$ cat src/pkg/pmc_pkg.sv
package pmc_pkg;
    // configuration offsets (capability dword holds A0h..A3h; control/status word at A4h)
    localparam logic [7:0] CAP_ID_OFS = 8'hA0;
    localparam logic [7:0] NEXT_LINK_OFS = 8'hA1;
    localparam logic [7:0] PWR_CAP_OFS = 8'hA2;
    localparam logic [7:0] PM_CSR_OFS = 8'hA4;
    // reset and fixed values
    localparam logic [7:0] CAP_ID_VAL = 8'h01;
    localparam logic [7:0] NEXT_LINK_VAL = 8'h00;
    localparam logic [15:0] PWR_CAP_RST = 16'hFE11;
    // field positions (capability word; wake enable in the control/status word) and function count
    localparam int D3COLD_WAKE_BIT = 15;
    localparam int AUX_POWER_BIT = 4;
    localparam int BUS_CLOCK_BIT = 3;
    localparam int WAKE_ENABLE_BIT = 8;
    localparam int NUM_FUNCS = 2;
endpackage : pmc_pkg

$ cat src/hdl/pmc_func_cap.sv
`timescale 1ns/10ps
// one function's writable D3cold wake bit of the capability word
module pmc_func_cap (
    // clock and resets
    input wire logic core_clk,
    input wire logic clk_en,
    input wire logic sys_rst,
    input wire logic bus_reset_pin,
    // control
    input wire logic wake_enable_bit,
    input wire logic wr_hi_byte,
    input wire logic wr_d3cold_val,
    // state
    output logic d3cold_wake_q
);
    logic d3cold_wake_d;

    always_comb begin
        d3cold_wake_d = d3cold_wake_q;
        if (sys_rst || (bus_reset_pin && !wake_enable_bit)) begin
            d3cold_wake_d = pmc_pkg::PWR_CAP_RST[pmc_pkg::D3COLD_WAKE_BIT];
        end else if (wr_hi_byte) begin
            d3cold_wake_d = wr_d3cold_val;
        end
    end

    always_ff @(posedge core_clk) begin
        if (clk_en) begin
            d3cold_wake_q <= d3cold_wake_d;
        end
    end
endmodule : pmc_func_cap

$ cat src/hdl/pmc_cap_regs.sv
`timescale 1ns/10ps
module pmc_cap_regs #(
    parameter int FUNCS = pmc_pkg::NUM_FUNCS
) (
    // clock and resets
    input wire logic core_clk,
    input wire logic clk_en,
    input wire logic sys_rst,
    input wire logic bus_reset_pin,
    // configuration access (dword address bits 7:2)
    input wire logic cfg_rd,
    input wire logic cfg_wr,
    input wire logic [0:0] cfg_func,
    input wire logic [7:2] cfg_addr,
    input wire logic [3:0] cfg_be,
    input wire logic [31:0] cfg_wdata,
    // wake enable per function, from control/status register
    input wire logic [1:0] wake_enable_bit,
    // read answer
    output logic [31:0] cfg_rdata,
    output logic cfg_rvalid
);
    // refuse function counts the select and wake inputs cannot serve
    generate
        if (FUNCS < 1 || FUNCS > 2) begin : g_bad_funcs
            $error("FUNCS must be 1 or 2");
        end
    endgenerate

    logic [1:0] d3cold_q;
    logic [1:0] wr_hi;
    logic [31:0] cfg_rdata_d;
    logic cfg_rvalid_d;

    function automatic logic hits_cap(input logic [7:2] a);
        hits_cap = (a == pmc_pkg::CAP_ID_OFS[7:2]);
    endfunction : hits_cap

    function automatic logic [15:0] cap_word(input logic d3c);
        cap_word = pmc_pkg::PWR_CAP_RST;
        cap_word[pmc_pkg::D3COLD_WAKE_BIT] = d3c;
        cap_word[pmc_pkg::AUX_POWER_BIT] = d3c;
    endfunction : cap_word

    genvar g;
    generate
        for (g = 0; g < 2; g++) begin : g_func
            if (g < FUNCS) begin : g_on
                // only byte A3h carries a writable bit
                assign wr_hi[g] = cfg_wr && cfg_be[3] && hits_cap(cfg_addr) && (cfg_func == 1'(g));
                pmc_func_cap u_cap (
                    .core_clk(core_clk),
                    .clk_en(clk_en),
                    .sys_rst(sys_rst),
                    .bus_reset_pin(bus_reset_pin),
                    .wake_enable_bit(wake_enable_bit[g]),
                    .wr_hi_byte(wr_hi[g]),
                    .wr_d3cold_val(cfg_wdata[16 + pmc_pkg::D3COLD_WAKE_BIT]),
                    .d3cold_wake_q(d3cold_q[g])
                );
            end else begin : g_off
                assign wr_hi[g] = 1'b0;
                assign d3cold_q[g] = 1'b0;
            end
        end
    endgenerate

    always_comb begin
        cfg_rdata_d = 32'h0000_0000;
        cfg_rvalid_d = 1'b0;
        if (cfg_rd && !sys_rst) begin
            cfg_rvalid_d = 1'b1;
            if (hits_cap(cfg_addr) && (int'(cfg_func) < FUNCS)) begin
                cfg_rdata_d = {cap_word(d3cold_q[cfg_func]), pmc_pkg::NEXT_LINK_VAL, pmc_pkg::CAP_ID_VAL};
            end
        end
    end

    // reset reaches the answer through the next values, so a low enable freezes it too
    always_ff @(posedge core_clk) begin
        if (clk_en) begin
            cfg_rdata <= cfg_rdata_d;
            cfg_rvalid <= cfg_rvalid_d;
        end
    end
endmodule : pmc_cap_regs

$ cat config.mk
export PLATFORM = sky130hd
export DESIGN_NAME = pmc_cap_regs
export DESIGN_NICKNAME = d
export VERILOG_FILES = /design/src/pkg/pmc_pkg.sv /design/src/hdl/pmc_func_cap.sv /design/src/hdl/pmc_cap_regs.sv
export SDC_FILE = /design/constraint.sdc
export NUM_CORES = 1
export LEC_CHECK = 0
export ABC_AREA = 1
export BUFFER_PORTS_ARGS = -buffer_cell sky130_fd_sc_hd__buf_2
export CORE_UTILIZATION = 27
export DETAILED_ROUTE_END_ITERATION = 16
export GPL_ROUTABILITY_DRIVEN = 0
export PLACE_DENSITY_LB_ADDON = 0.2
export SYNTH_ARGS = -nofsm -noshare
export SYNTH_HDL_FRONTEND = slang
export SYNTH_SLANG_ARGS = --single-unit
$ cat constraint.sdc
create_clock -name core_clk -period 1 [get_ports core_clk]
set_input_delay 0.05 -clock core_clk [delete_from_list [all_inputs] [get_ports core_clk]]
set_output_delay 0.05 -clock core_clk [all_outputs]
set_load 0.01 [all_outputs]
-- Word level (Yosys, flattened, before mapping)
Index checks and enable logic that the tools add are counted.
- register bits: 34
- output and inout bits: 33
- input bits: 51
- word-level logic and storage cells: 31
- muxes and demuxes: 6
- eq/ne operators: 1
- reductions and logical operators: 17
- bitwise gates (word level): 1
- $lt $le $gt $ge: 1
- operator list (operator ; number):
    two-way mux 31 bit ; 1
    logical AND 1 bit ; 7
    equality test 6 bit (second input constant) ; 1
    AND reduction 2 bit ; 3
    two-way mux 1 bit ; 5
    nonzero test 2 bit ; 2
    logical NOT 1 bit ; 3
    logical OR 1 bit ; 2
    less-than comparator 1 x 2 -> 1 bit (second input constant) ; 1
    NOT 1 bit ; 1

-- Depth between registers and ports, before layout
- depth in word-level cells: 5
- depth in mapped cells: 5
- mapped depth without buffers: 5

-- Hierarchy
Synthesis repeated with hierarchy kept, for this count alone.
- cell total of the unflattened synthesis: 71
- area total of the unflattened synthesis: 546.8 um2
- modules (own cells, without submodules) (module ; cells an instance ; instances ; area each (um2)):
    pmc_cap_regs ; 53 ; 1 ; 401.6
    pmc_func_cap ; 9 ; 2 ; 72.6

-- Worst setup path before layout
No wires, ideal clock.
- kind: input -> register
- start: input port cfg_addr[2] in the netlist's numbering
- end: register g_func[0].g_on.u_cap.d3cold_wake_q (enable)
- data arrival time: 443 ps
- stages: 5
- slack: 253 ps
- cells stage by stage: inv_1 -> nand2_1 -> nor2_2 -> nand4_1 -> a21oi_1
- cells in the longest elaborated chain, start to end: 5
- RTL lines (what ; line ; RTL):
    start, declared ; pmc_cap_regs.sv:14 ; input wire logic [7:2] cfg_addr,
    equality test 6 bit ; pmc_cap_regs.sv:36 ; hits_cap = (a == pmc_pkg::CAP_ID_OFS[7:2]);
    logical AND 1 bit (2 in series) ; pmc_cap_regs.sv:50 ; assign wr_hi[g] = cfg_wr && cfg_be[3] && hits_cap(cfg_addr) && (cfg_func == 1'(g));
    nonzero test 2 bit (no line) ; -- ;
    AND reduction 2 bit (no line) ; -- ;
    end signal, assigned ; pmc_func_cap.sv:29 ; d3cold_wake_q <= d3cold_wake_d;
    end, declared ; pmc_func_cap.sv:14 ; output logic d3cold_wake_q
Every way passes these cells.
A chain may end at the register's enable or synchronous reset.

-- Final worst setup path
- start: register cfg_rdata[29]
- end: output port cfg_rdata[29]
- RTL lines (what ; line ; RTL):
    start, declared ; pmc_cap_regs.sv:20 ; output logic [31:0] cfg_rdata,
    start signal, assigned ; pmc_cap_regs.sv:82 ; cfg_rdata <= cfg_rdata_d;
No word-level cell between the ends.

==> impl_metrics.yaml <==
status:
  status: "complete, no violations"
timing:
  fmaxAchievable_mhz: 1100
  finalCriticalPeriod_ns: 0.908
  slew_violations: 0
  fin_crit_sh: 0.908
  skew_ns: 0.00155
  rsz0062_at_grt: "false"
  holdWs_ns: 0.0593
  setup_tns_ns: 0
  setup_viol: 0
  final_hold_viol_count: 0
place:
  placed_area_um2: 534
  hpwl_um: 601
  io_buffers: 27
detailed_routing:
  drc: 0
  vias: 379
  viasPerCell: 3.38
  wl_per_cell_um: 5.90
  drtIter0Drc: 0
  drt_first_pass_iters: 1
  postRouteAntennaNets: 0
  wl_um: 661
clock_network:
  cts_made_buffers: 3
  htree_levels: 1
  postCtsResizedCells: 0
  cts_tree: "built"
  cts_hold_buffers: 0
  cts_sinks: 5
  root_buffer: "clkbuf_4"
  clockBufferDepth: 2
  path_clk_slew_ns: 0.04
  postCtsSetupBuffers: 0
  insertion_delay_ns: 0.24
critical_path:
  crit_buf_inv: 1
  cp_max_fo: 8
  startpoint: "cfg_rdata[29]"
  cp_cell_sequence: "buf_2"
  arrival_ns: 0.86
  max_stage_delay_ns: 0.44
  end_kind: "output pin"
  slowest_stage: "edfxtp_1"
  reg2reg_from: "g_func[1].g_on.u_cap.d3cold_wake_q"
  start_kind: "flip-flop"
  crit_type: "reg2out"
  path_delay_family: "flip-flops"
  worstPathRequired_ns: 0.95
floorplanning:
  initial_core_util: 0.291
  die_w_um: 45.6
  die_y_um: 45.6
  num_rows: 15
  die-area_um2: 2080
  core_um2: 1760
  io_pins: 84
cells_and_area:
  stdcell_area_um2: 561
  multi_input_area_um2: 180
  regArea_um2: 150
  n_antenna_cell: 0
  nets: 139
  nFillCells: 214
  area_delta_synth_final_pct: 9.00
  drive_gt1_frac: 0.402
synthesis:
  synth.distinct_cells: 11
  yosys-top-cells-area: "buf_4, edfxtp_1, inv_1"
  synth_top_area_cell: "buf_4"
  avgSynthCellArea_um2: 7.91
  netlist_area_um2: 514
  synth_top_area_frac: 0.438
  yosysWarnings: 0
  yosys_register_bits: 5
  syn_inst: 65
  synth.yosys.seq_area_share: 0.292
job:
  cap_violations: 0
global_routing:
  grt_pass1_vias: 283
  grt_use_total: 0.0750
  grt_max_degree: 9
  antenna_found_initial: 0
  grt_pass1_wl_um: 1010
  gr-total-overflow: 0
pwr:
  powerDensity_nw_per_um2: 1120
  ir_worst_vdd_v: 0.000601
  p_leak_uw: 0.000324
worst_hold_path:
  min_path_type: "in2reg"
  hold_path_startpoint: "clk_en"
[synth_stat cells]
library cell	count
a211oi_2	1
a21oi_1	4
buf_4	30
conb_1	1
edfxtp_1	5
inv_1	9
inv_2	1
nand2_1	8
nand4_1	2
nor2_1	1
nor2_2	3
[where the power goes]
part           leakage (µW)  switching, µW  internal, µW
combinational      0.000259           90.4          48.1
sequential        0.0000504           5.39           246
clock             0.0000150           84.7           151
[logic make-up (layout without fill, tap and decap cells)]
| group | after synthesis | count (layout) | share of synthesized area |
|---|---|---|---|
| AOI/OAI and AO/OA | 5 | 5 | 0.0633 |
| other | 1 | 22 | 0.00729 |
| buffers and inverters | 40 | 41 | 0.511 |
| DFF | 5 | 5 | 0.292 |
| and+or+nand+nor | 14 | 14 | 0.127 |
[sequential cells by signal, indices dropped and copies added, names as in the netlist]
signal                           flops
cfg_rdata                            2
cfg_rvalid                           1
g_func.g_on.u_cap.d3cold_wake_q      2
[per-stage QoR]
step                total power, µW  instances  setup slack, ns  utilization
finish                          626        112           0.0919        0.318
global route                    683        112           0.0196        0.318
CTS                             641        112           0.0687        0.318
detailed placement              394        108           0.0816        0.303
global placement                393        108           0.0929        0.303
floorplan                       420         86            0.253            -
[metal layers]
metal  share of wire  global-route usage  up-vias
met4               0              0.0182        0
li1                -                   -      190
met3            0.18              0.0714        0
met2            0.49               0.126       33
met1            0.33              0.0631      156
met5               0                   0        -
[final timing paths]
check                                     end  slack (ns)  depth (start not counted)
worst max-delay path            cfg_rdata[29]        0.09                          1
worst max register to register  cfg_rdata[20]        0.24                          2
worst min register to register  cfg_rdata[20]        0.65                          2
worst min-delay path               cfg_rvalid        0.06                          1
[final cells by class]
| class | instances | area share |
|---|---|---|
| Multi-Input combinational cell | 41 | 0.321 |
| Clock buffer | 4 | 0.0469 |
| Tap cell | 25 | 0.0558 |
| Sequential cell | 5 | 0.268 |
| Timing Repair Buffer | 27 | 0.241 |
| Inverter | 10 | 0.0670 |
[layout by cell type, fill, tap and decap left out]
cell | synthesis | final
a211oi_2 | 1 | 1
a21oi_1 | 4 | 4
buf_2 | 0 | 27
clkbuf_1 | 0 | 1
clkbuf_4 | 0 | 3
conb_1 | 1 | 22
edfxtp_1 | 5 | 5
inv_1 | 9 | 9
inv_2 | 1 | 1
nand2_1 | 8 | 8
nand4_1 | 2 | 2
nor2_1 | 1 | 1
nor2_2 | 3 | 3
Note: power is estimated with default switching activity, not from simulation.
